--- src/lfs_pkg.sv ---
// Shared constants for the x^58 + x^39 + 1 frame scrambler
package lfs_pkg;
  // ----------------------------------------------------------------
  // Widths
  // ----------------------------------------------------------------
  localparam int STATE_W = 58;
  localparam int WORD_W  = 32;
  localparam int UPPER_W = STATE_W - WORD_W;

  // ----------------------------------------------------------------
  // Polynomial taps (1-based state positions)
  // ----------------------------------------------------------------
  localparam int TAP_HI = 58;
  localparam int TAP_LO = 39;

  // ----------------------------------------------------------------
  // Seed loaded by reinitialize and by reset
  // ----------------------------------------------------------------
  localparam logic [UPPER_W-1:0] SEED_HI = 26'h0294387;
  localparam logic [WORD_W-1:0]  SEED_LO = 32'h98327338;
  localparam logic [STATE_W-1:0] SEED    = {SEED_HI, SEED_LO};

  // ----------------------------------------------------------------
  // Output buffering
  // ----------------------------------------------------------------
  localparam int FIFO_DEPTH = 16;
endpackage : lfs_pkg

--- src/lfs_scrambler.sv ---
// Self-synchronizing x^58 + x^39 + 1 scrambler / descrambler, serial or 32-bit
//
// Operation
// [RULE1] Both directions use x^58 + x^39 + 1, tapping state delays 58 and 39.
// [RULE2] The word form is a 58-bit state register plus a 32-wide XOR tree.
// [RULE3] The XOR tree reads data, state 58..27 and state 39..8 before update.
// [RULE4] Output bit i is state bit i+27 XOR state bit i+8 XOR input bit i.
// [RULE5] The state is always fed scrambled data: output word when scrambling.
// [RULE6] A word step moves state 26..1 to 58..33 and scrambled data to 32..1.
// [RULE7] Serial output is the single input bit XOR state bits 58 and 39.
// [RULE8] A serial scramble step shifts up one and inserts the output bit.
// [RULE9] Reinitialize loads the fixed seed 0x00294387 / 0x98327338.
// [RULE10] Bypass passes data unchanged and holds the state.
// [RULE11] Reinitialize beats bypass; output still follows bypass meanwhile.
// [RULE12] A serial descramble step inserts the received bit, not the output.
// [RULE13] State updates on a clock edge only when data is presented; reinit and srst load SEED without data.
// [RULE14] A synchronous block reset loads the same seed as reinitialize.
`timescale 1ns/1ps
`default_nettype none
module lfs_scrambler
  import lfs_pkg::*;
#(
  parameter int DEPTH = FIFO_DEPTH
) (
  // Clock and reset
  input  wire logic              ref_clk,
  input  wire logic              rst_n,
  input  wire logic              srst,
  // Mode (static during traffic)
  input  wire logic              descramble,
  input  wire logic              serial_mode,
  // Per-step controls from the framing side
  input  wire logic              reinit,
  input  wire logic              bypass,
  // Input stream
  input  wire logic              in_valid,
  input  wire logic [WORD_W-1:0] in_data,
  output var  logic              in_ready,
  // Output stream
  output var  logic              out_valid,
  output var  logic [WORD_W-1:0] out_data,
  input  wire logic              out_ready,
  // State visibility
  output var  logic [STATE_W-1:0] state_r
);
  // ----------------------------------------------------------------
  // XOR tree
  // ----------------------------------------------------------------
  logic              step;
  logic [WORD_W-1:0] tree_out;
  logic [WORD_W-1:0] word_out;
  logic              ser_in;
  logic              ser_out;
  logic              ser_fb;
  logic [WORD_W-1:0] par_fb;

  assign step   = in_valid & in_ready;
  assign ser_in = in_data[0];

  // [RULE3] tree inputs
  // [RULE4] bitwise taps
  assign tree_out = in_data ^ state_r[STATE_W-1 -: WORD_W]
                            ^ state_r[TAP_LO-1 -: WORD_W];

  // [RULE1] serial taps
  // [RULE7] single bit
  assign ser_out = ser_in ^ state_r[TAP_HI-1] ^ state_r[TAP_LO-1];

  // [RULE10] bypass passthrough
  always_comb begin
    if (bypass) begin
      word_out = serial_mode ? {{(WORD_W-1){1'b0}}, ser_in} : in_data;
    end else if (serial_mode) begin
      word_out = {{(WORD_W-1){1'b0}}, ser_out};
    end else begin
      word_out = tree_out;
    end
  end

  // [RULE5] feed scrambled data
  // [RULE12] descrambler feeds received bit
  assign ser_fb = descramble ? ser_in : ser_out;
  assign par_fb = descramble ? in_data : tree_out;

  // ----------------------------------------------------------------
  // LFSR state
  // ----------------------------------------------------------------
  // Async reset only reaches the seed constant; srst is the block reset.
  // [RULE14] block reset seed
  // [RULE9] reinit seed
  // [RULE11] reinit over bypass
  // [RULE13] step-gated update
  always_ff @(posedge ref_clk or negedge rst_n) begin
    if (!rst_n) begin
      state_r <= SEED;
    end else if (srst || reinit) begin
      state_r <= SEED;
    end else if (step && !bypass) begin
      if (serial_mode) begin
        // [RULE8] serial shift
        state_r <= {state_r[STATE_W-2:0], ser_fb};
      end else begin
        // [RULE2] word step
        // [RULE6] state transition
        state_r <= {state_r[UPPER_W-1:0], par_fb};
      end
    end
  end

  // ----------------------------------------------------------------
  // Output buffer
  // ----------------------------------------------------------------
  // Back-pressure from the serializer side stalls steps via in_ready.
  lfs_fifo #(
    .WIDTH (WORD_W),
    .DEPTH (DEPTH)
  ) u_fifo (
    .ref_clk  (ref_clk),
    .rst_n    (rst_n),
    .srst     (srst),
    .wr_valid (in_valid),
    .wr_data  (word_out),
    .wr_ready (in_ready),
    .rd_valid (out_valid),
    .rd_data  (out_data),
    .rd_ready (out_ready)
  );

  logic quiet;
  assign quiet = !srst && !reinit;
endmodule : lfs_scrambler
`default_nettype wire

--- src/lfs_fifo.sv ---
// Synchronous FIFO with registered read data and registered full flag
`timescale 1ns/1ps
`default_nettype none
module lfs_fifo #(
  parameter int WIDTH = 32,
  parameter int DEPTH = 16
) (
  // Clock and reset
  input  wire logic             ref_clk,
  input  wire logic             rst_n,
  input  wire logic             srst,
  // Write side
  input  wire logic             wr_valid,
  input  wire logic [WIDTH-1:0] wr_data,
  output var  logic             wr_ready,
  // Read side
  output var  logic             rd_valid,
  output var  logic [WIDTH-1:0] rd_data,
  input  wire logic             rd_ready
);
  localparam int AW = $clog2(DEPTH);
  localparam int CW = $clog2(DEPTH + 1);
  localparam logic [CW-1:0] FULL_CNT = CW'(DEPTH);

  logic [WIDTH-1:0] mem [DEPTH];
  logic [AW-1:0]    wptr_r;
  logic [AW-1:0]    rptr_r;
  logic [CW-1:0]    cnt_r;
  logic [CW-1:0]    cnt_nxt;
  logic             push;
  logic             pop;

  assign push = wr_valid & wr_ready;
  // Output register refills whenever empty or being drained
  assign pop  = (cnt_r != '0) & (~rd_valid | rd_ready);

  always_comb begin
    cnt_nxt = cnt_r;
    if (push & ~pop) begin
      cnt_nxt = cnt_r + CW'(1);
    end else if (pop & ~push) begin
      cnt_nxt = cnt_r - CW'(1);
    end
  end

  always_ff @(posedge ref_clk) begin
    if (push) begin
      mem[wptr_r] <= wr_data;
    end
  end

  always_ff @(posedge ref_clk or negedge rst_n) begin
    if (!rst_n) begin
      wptr_r   <= '0;
      rptr_r   <= '0;
      cnt_r    <= '0;
      wr_ready <= 1'b0;
    end else if (srst) begin
      wptr_r   <= '0;
      rptr_r   <= '0;
      cnt_r    <= '0;
      wr_ready <= 1'b1;
    end else begin
      if (push) begin
        wptr_r <= (wptr_r == AW'(DEPTH - 1)) ? '0 : wptr_r + AW'(1);
      end
      if (pop) begin
        rptr_r <= (rptr_r == AW'(DEPTH - 1)) ? '0 : rptr_r + AW'(1);
      end
      cnt_r    <= cnt_nxt;
      wr_ready <= (cnt_nxt != FULL_CNT);
    end
  end

  always_ff @(posedge ref_clk or negedge rst_n) begin
    if (!rst_n) begin
      rd_valid <= 1'b0;
      rd_data  <= '0;
    end else if (srst) begin
      rd_valid <= 1'b0;
      rd_data  <= '0;
    end else if (pop) begin
      rd_valid <= 1'b1;
      rd_data  <= mem[rptr_r];
    end else if (rd_ready) begin
      rd_valid <= 1'b0;
    end
  end
endmodule : lfs_fifo
`default_nettype wire

--- config.mk ---
export PLATFORM = sky130hd
export DESIGN_NAME = lfs_scrambler
export DESIGN_NICKNAME = d
export VERILOG_FILES = /design/src/lfs_pkg.sv /design/src/lfs_scrambler.sv /design/src/lfs_fifo.sv
export SDC_FILE = /design/constraint.sdc
export NUM_CORES = 1
export LEC_CHECK = 0
export ABC_CLOCK_PERIOD_IN_PS = 3600
export BUFFER_PORTS_ARGS = -buffer_cell sky130_fd_sc_hd__buf_2
export CAP_MARGIN = 20
export CORE_UTILIZATION = 57
export CTS_BUF_LIST = sky130_fd_sc_hd__clkbuf_4
export CTS_CLUSTER_SIZE = 8
export DETAILED_ROUTE_END_ITERATION = 16
export PLACE_DENSITY = 0.8
export SLEW_MARGIN = 20
export SYNTH_ARGS = -nofsm -noshare
export SYNTH_HDL_FRONTEND = slang
export SYNTH_HIERARCHICAL = 1
export SYNTH_SLANG_ARGS = --single-unit
export TNS_END_PERCENT = 100
--- constraint.sdc ---
create_clock -name ref_clk -period 3.6 [get_ports ref_clk]
set_clock_uncertainty 0.15 [all_clocks]
set_input_delay 0.54 -clock ref_clk [delete_from_list [all_inputs] [get_ports ref_clk]]
set_output_delay 0.54 -clock ref_clk [all_outputs]
set_load 0.01 [all_outputs]
# Word-level counts from Yosys, hierarchy flattened
# Memory sizes are Yosys's and may differ from the RTL's.
# Cells that the tools add are included.
# classes
addsub,4
eq_ne,3
mux,25
bitwise_logic,12
n_reduce_logical,8
# ops
op,count
$mux W32,6
$mux W58,3
$xor A32 B32 Y32,2
$mux W4,6
$mux W5,3
$add A4 B1 Y4 const B,2
$eq A4 B4 Y1 const B,2
$mux W1,7
$reduce_bool A2 Y1,3
$add A5 B1 Y5 const B,1
$ne A5 B5 Y1 const B,1
$reduce_bool A5 Y1,1
$sub A5 B1 Y5 const B,1
$and A1 B1 Y1,4
$not A1 Y1,3
$reduce_bool A3 Y1,1
$xor A1 B1 Y1,2
$logic_and A1 B1 Y1,1
$logic_not A1 Y1,1
$logic_or A1 B1 Y1,1
$or A1 B1 Y1,1
# word_totals
ff_bits,105
mem_bits_rw,512
inputBits,41
elab_cells,60
mem_count,1
# memory_table
memory,depth,word_bits,rd,rd_clocked_by_memory_dff,wr,line,source
u_fifo.mem,16,32,1,0,1,lfs_fifo.sv:25,logic [WIDTH-1:0] mem [DEPTH];

# Longest topological paths before layout
# depth
word_depth,8
depth_mapped,9
ltp_nobuf,7

# Modules after synthesis
# The synthesis kept the hierarchy.
# by_module_without_submodules
mod,n_inst,cells_per_inst,area_each_um2,seq_area_each_um2
lfs_fifo,1,968,21446.8,16550.9
lfs_scrambler,1,472,4181.5,1481.4

# Worst setup path after synthesis
# OpenSTA, ideal clock, no wires.
# synth_path
path_kind,input -> register
from,input port in_valid
to,"memory u_fifo.mem[3][0], enable pin"
arrival_time_ns,3.339
t_required_ns,2.989
path_slack_ns,-0.350
stages,4
n_path_buf,1
path_cell_list,and2_1 -> clkbuf_1 -> nand2_1 -> nor3_1
# synth_via
elab_chain_len,3
# synth_lines
item,line,source
start: declaration,lfs_scrambler.sv:36,"input wire logic in_valid,"
$and A1 B1 Y1,lfs_fifo.sv:33,assign push = wr_valid & wr_ready;
$mux W1,lfs_fifo.sv:47,if (push) begin
$mux W1 (implied by the code),lfs_fifo.sv:48,mem[wptr_r] <= wr_data;
end: declaration,lfs_fifo.sv:25,
# No other way between the ends.

# Worst setup path after layout
# layout_path
from,register u_fifo.cnt_r[1]
to,register u_fifo.rd_data[27]
# layout_via
elab_chain_len,3
# layout_lines
item,line,source
start: declaration,lfs_fifo.sv:28,logic [CW-1:0] cnt_r;
start signal: assignment,lfs_fifo.sv:70,cnt_r <= cnt_nxt;
$reduce_bool A5 Y1,lfs_fifo.sv:35,assign pop = (cnt_r != '0) & (~rd_valid | rd_ready);
$and A1 B1 Y1,lfs_fifo.sv:35,
$reduce_bool A2 Y1 (no source line),-,
end signal: assignment,lfs_fifo.sv:84,rd_data <= mem[rptr_r];
end: declaration,lfs_fifo.sv:18,"output var logic [WIDTH-1:0] rd_data,"
# No other way between the ends.
# A chain may end at the register's enable or synchronous reset.

==> impl_results.html <==
<table>
<tr><th>Metric</th><th>Value</th></tr>
<tr><th colspan="2">Floorplan</th></tr>
<tr><td>Area inside the core boundary</td><td>between 0.04 and 0.05 mm²</td></tr>
<tr><td>Starting density of the core</td><td>0.578</td></tr>
<tr><td>Height of the die</td><td>~210 µm</td></tr>
<tr><td>Area of the die</td><td>between 0.04 and 0.05 mm²</td></tr>
<tr><td>Die Span X</td><td>around 210 µm</td></tr>
<tr><td># IOs</td><td>133</td></tr>
<tr><td>Rows</td><td>between 70 and 80</td></tr>
<tr><th colspan="2">Worst setup path</th></tr>
<tr><td>Kind of start point of the critical path</td><td>flip-flop</td></tr>
<tr><td>Capturing element type of the critical path</td><td>flip-flop</td></tr>
<tr><td>Critical Path, Cell by Cell</td><td>inv_1 -&gt; ha_1 -&gt; or4b_1 -&gt; and2_2 -&gt; nand2b_2 -&gt; buf_4 -&gt; o22ai_1 -&gt; a211oi_1</td></tr>
<tr><td>Type of the worst setup path</td><td>flip-flop to flip-flop</td></tr>
<tr><td>Count of buffering cells on the critical path with inverters included</td><td>2</td></tr>
<tr><td>R2r startpoint</td><td>u_fifo/cnt_r[1]</td></tr>
<tr><td>CP top delay family</td><td>simple AND/OR/NAND/NOR gates</td></tr>
<tr><td>Required time at the worst-slack endpoint</td><td>about 4.1 ns</td></tr>
<tr><td>Longest individual stage delay on the worst path</td><td>between 0.4 and 0.5 ns</td></tr>
<tr><td>Launching instance or port of the critical path</td><td>u_fifo/cnt_r[1]</td></tr>
<tr><td>Slowest stage cell, crit path</td><td>or4b_1</td></tr>
<tr><td>Worst EP arrival</td><td>approximately 3.4 ns</td></tr>
<tr><td>CP Max Fanout</td><td>32</td></tr>
<tr><th colspan="2">Timing</th></tr>
<tr><td>Relative slew margins</td><td>0.268</td></tr>
<tr><td>Maximum clock frequency</td><td>between 300 and 400 MHz</td></tr>
<tr><td>Number of slew-limit violations in the final report</td><td>0</td></tr>
<tr><td>Final number of hold-violating endpoints</td><td>0</td></tr>
<tr><td>Total negative slack for setup checks</td><td>0 ns</td></tr>
<tr><td>Final period util</td><td>0.787</td></tr>
<tr><td>Transition time at the pin with the least slew margin</td><td>between 1 and 1.5 ns</td></tr>
<tr><td>Unrepaired setup endpoints after global routing</td><td>no</td></tr>
<tr><td>Final setup violation count</td><td>0</td></tr>
<tr><td>Final critical-path required period</td><td>around 2.8 ns</td></tr>
<tr><th colspan="2">Clocking</th></tr>
<tr><td>Count of H-tree levels built during CTS</td><td>4</td></tr>
<tr><td>Clock edge transition at the registers on the reported setup and hold paths</td><td>0.07 ns</td></tr>
<tr><td>Worst-skew pair later-pin latency</td><td>approximately 0.86 ns</td></tr>
<tr><td>Post-CTS setup buffer count</td><td>0</td></tr>
<tr><td>Root buffer cell</td><td>clkbuf_4</td></tr>
<tr><td>CTS tree</td><td>done</td></tr>
<tr><td>Number of buffers created by CTS</td><td>roughly 150</td></tr>
<tr><td>Clock sink count</td><td>617</td></tr>
<tr><td>Clock buffer depth</td><td>3</td></tr>
<tr><th colspan="2">GRT</th></tr>
<tr><td>Maximum number of pins on one net before global-route repair</td><td>~110</td></tr>
<tr><td>Overall fraction of global-route tracks in use</td><td>0.264</td></tr>
<tr><td>Global-route wire length before repair</td><td>approximately 91000 µm</td></tr>
<tr><td>Global route total overflow</td><td>0</td></tr>
<tr><td>Number of global-route vias before repair</td><td>roughly 16k</td></tr>
<tr><td>Number of antenna violations at the first check in global routing</td><td>3</td></tr>
<tr><th colspan="2">Power and ir drop</th></tr>
<tr><td>Leakage power summed over all cells</td><td>10.3 nW</td></tr>
<tr><td>Overall Power</td><td>~18 mW</td></tr>
<tr><td>Pwr per Cell Area</td><td>about 620 mW/mm²</td></tr>
<tr><td>Worst voltage drop across the vdd grid</td><td>around 0.3 mV</td></tr>
<tr><th colspan="2">Drt</th></tr>
<tr><td>Count of TritonRoute iterations in the first routing pass</td><td>5</td></tr>
<tr><td>Vias per inst</td><td>between 6 and 7</td></tr>
<tr><td>Wire length on met3</td><td>around 6300 µm</td></tr>
<tr><td>Count of unresolved DRC violations after routing</td><td>0</td></tr>
<tr><td>First-iteration detailed-routing DRC count</td><td>roughly 1.4k</td></tr>
<tr><td>Routed length on met2</td><td>between 20000 and 30000 µm</td></tr>
<tr><td>Routed Wire Length</td><td>approximately 60000 µm</td></tr>
<tr><td>Routed WL per cell</td><td>24.4 µm</td></tr>
<tr><td>Uppermost routed layer</td><td>met5</td></tr>
<tr><td>Via count of the routed design</td><td>around 15k</td></tr>
<tr><td>Routed metal-1 wire length</td><td>23100 µm</td></tr>
<tr><td>Detail Route Antenna Nets</td><td>0</td></tr>
<tr><th colspan="2">Synthesis</th></tr>
<tr><td>Register area share after synthesis</td><td>0.704</td></tr>
<tr><td>Fraction of synthesis flops using an asynchronous set or reset pin</td><td>0.170</td></tr>
<tr><td>Number of flip-flops and latches in the synthesized netlist</td><td>between 600 and 700</td></tr>
<tr><td>Netlist area before placement</td><td>about 0.026 mm²</td></tr>
<tr><td>Yosys warnings</td><td>6</td></tr>
<tr><td>Number of flops mapped to enable cells by yosys</td><td>512</td></tr>
<tr><td>Synthesized netlist net count</td><td>1488</td></tr>
<tr><td>Primary flip-flop cell chosen by synthesis mapping</td><td>edfxtp_1</td></tr>
<tr><td>Gate count after technology mapping</td><td>1440</td></tr>
<tr><td>Distinct cells, synth</td><td>a little under 50</td></tr>
<tr><td>Avg Inst Size Synth</td><td>17.8 µm²</td></tr>
<tr><th colspan="2">Placed design</th></tr>
<tr><td>DP HPWL</td><td>35700 µm</td></tr>
<tr><td>Weighted congestion at the end of routability-driven global placement</td><td>just under 0.9</td></tr>
<tr><td>Input/output buffers</td><td>around 130</td></tr>
<tr><th colspan="2">Min path</th></tr>
<tr><td>Tightest Hold Check Type</td><td>primary input to flip-flop</td></tr>
<tr><td>Origin of the worst min-delay path</td><td>serial_mode</td></tr>
<tr><th colspan="2">Layout</th></tr>
<tr><td>Layout cell share with drive strength beyond 1</td><td>0.353</td></tr>
<tr><td>Number of nets in the finished design</td><td>approximately 1.8k</td></tr>
<tr><td>Signed area change from the synthesized netlist to the final layout</td><td>15.5%</td></tr>
<tr><td>Commonest non-fill, non-tap cell in the layout</td><td>edfxtp_1</td></tr>
<tr><td>Most frequent cells in the layout</td><td>edfxtp_1, clkbuf_4, buf_2</td></tr>
<tr><th colspan="2">Run</th></tr>
<tr><td>Number of max-cap violations</td><td>0</td></tr>
<tr><th colspan="2">Run status</th></tr>
<tr><td>Status</td><td>complete, no violations</td></tr>
</table>
## flip-flops by register name, summed over array words and instances (netlist names)
signal	cells
u_fifo/rd_data	32
state_r	58
u_fifo/rd_valid	1
u_fifo/wr_ready	1
u_fifo/rptr_r	4
u_fifo/cnt_r	5
u_fifo/wptr_r	4
u_fifo/mem	512
## synth_stat cells (2+ instances only)
cell | n | area, µm²
clkbuf_1 | 36 | 135
a311oi_1 | 2 | 17.5
a211oi_1 | 34 | 255
nor3_1 | 31 | 155
mux2i_1 | 62 | 621
nor2_2 | 2 | 12.5
mux4_2 | 128 | 2880
o31ai_1 | 18 | 135
inv_1 | 22 | 82.6
mux2_2 | 32 | 360
o22ai_2 | 2 | 25.0
nand2_1 | 15 | 56.3
or4_1 | 2 | 15.0
a22oi_1 | 6 | 45.0
xor2_1 | 21 | 184
o21a_1 | 14 | 105
a32o_1 | 13 | 130
a21oi_1 | 51 | 255
o21ai_0 | 16 | 80.1
nand3_1 | 6 | 30.0
and2_1 | 2 | 12.5
buf_4 | 16 | 120
buf_2 | 29 | 145
edfxtp_1 | 512 | 15400
buf_1 | 3 | 11.3
buf_6 | 8 | 90.1
nor2b_1 | 18 | 113
o22ai_1 | 35 | 219
o2bb2ai_1 | 17 | 149
ha_1 | 7 | 87.6
nand2b_1 | 19 | 119
dfstp_2 | 24 | 631
dfrtp_1 | 81 | 2030
or3_1 | 15 | 93.8
a31oi_1 | 15 | 93.8
o221ai_1 | 4 | 35.0
xnor2_1 | 36 | 315
nor3_4 | 2 | 32.5
nor2_1 | 73 | 274
nand4_1 | 2 | 12.5
## layer usage
| layer | up-vias | global-route usage |
|---|---|---|
| met4 | 2 | 0.106 |
| met3 | 116 | 0.0566 |
| met2 | 942 | 0.418 |
| li1 | 6485 | - |
| met5 | - | 0 |
| met1 | 7519 | 0.362 |
## worst min-delay path: stages
cell and delay [ns]:
buf_4 0.25, mux2i_1 0.21, o2bb2ai_1 0.07
## power breakdown
| part | internal [mW] | leakage [nW] | switching (mW) | total [mW] |
|---|---|---|---|---|
| Clock | 3.11 | 1.17 | 2.71 | 5.82 |
| Sequential | 8.05 | 6.04 | 0.314 | 8.37 |
| Combinational | 1.94 | 3.05 | 2.13 | 4.08 |
## final timing paths
check,endpoint,slack [ns],cells after the start
max in group asynchronous,u_fifo/rptr_r[1],2.54,3
worst min register to register,state_r[51],0.38,2
worst min-delay path,state_r[38],0.10,3
worst max-delay path,u_fifo/rd_data[27],0.77,8
worst max register to register,u_fifo/rd_data[27],0.77,8
min in group asynchronous,state_r[18],0.19,3
## what timing repair did
action,4_1_cts,5_1_grt
hold buffers,32,0
resized for setup,0,0
hold endpoints to repair,131,0
setup endpoints to repair,0,0
## final cells by class
cell class / count / area [µm²]
Sequential cell: 617 / 18000
Fill cell: 2876 / 14700
Multi-Input combinational cell: 709 / 7150
Clock buffer: 228 / 1710
Timing Repair Buffer: 231 / 1590
Tap cell: 592 / 741
Clock inverter: 48 / 269
Inverter: 22 / 82.6
Antenna cell: 1 / 2.50
## per-stage QoR
step                      worst slack (ns)  hold slack, ns  utilization  cells  area, µm²
after floorplan                      0.504          0.0944            -   1440      25600
after global placement               0.795           0.366        0.616   2139      27300
after detailed placement             0.711           0.377        0.616   2139      27300
after CTS                            0.798          0.0110        0.668   2447      29600
after global routing                 0.714          0.0753        0.668   2448      29600
final                                0.768           0.101        0.668   2448      29600
## logic make-up (layout without fill, tap and decap cells)
family / Yosys count / count (layout) / synth area share
AO/OA/AOI/OAI: 230 / 230 / 0.0614
XOR/XNOR: 57 / 57 / 0.0195
adder cells (fa/ha/maj): 8 / 8 / 0.00386
buffers and inverters: 114 / 529 / 0.0228
flip-flops: 617 / 617 / 0.704
multiplexers: 222 / 222 / 0.151
other: 0 / 1 / 0
AND/OR/NAND/NOR: 192 / 192 / 0.0381
Note: power is estimated with default switching activity, not from simulation.
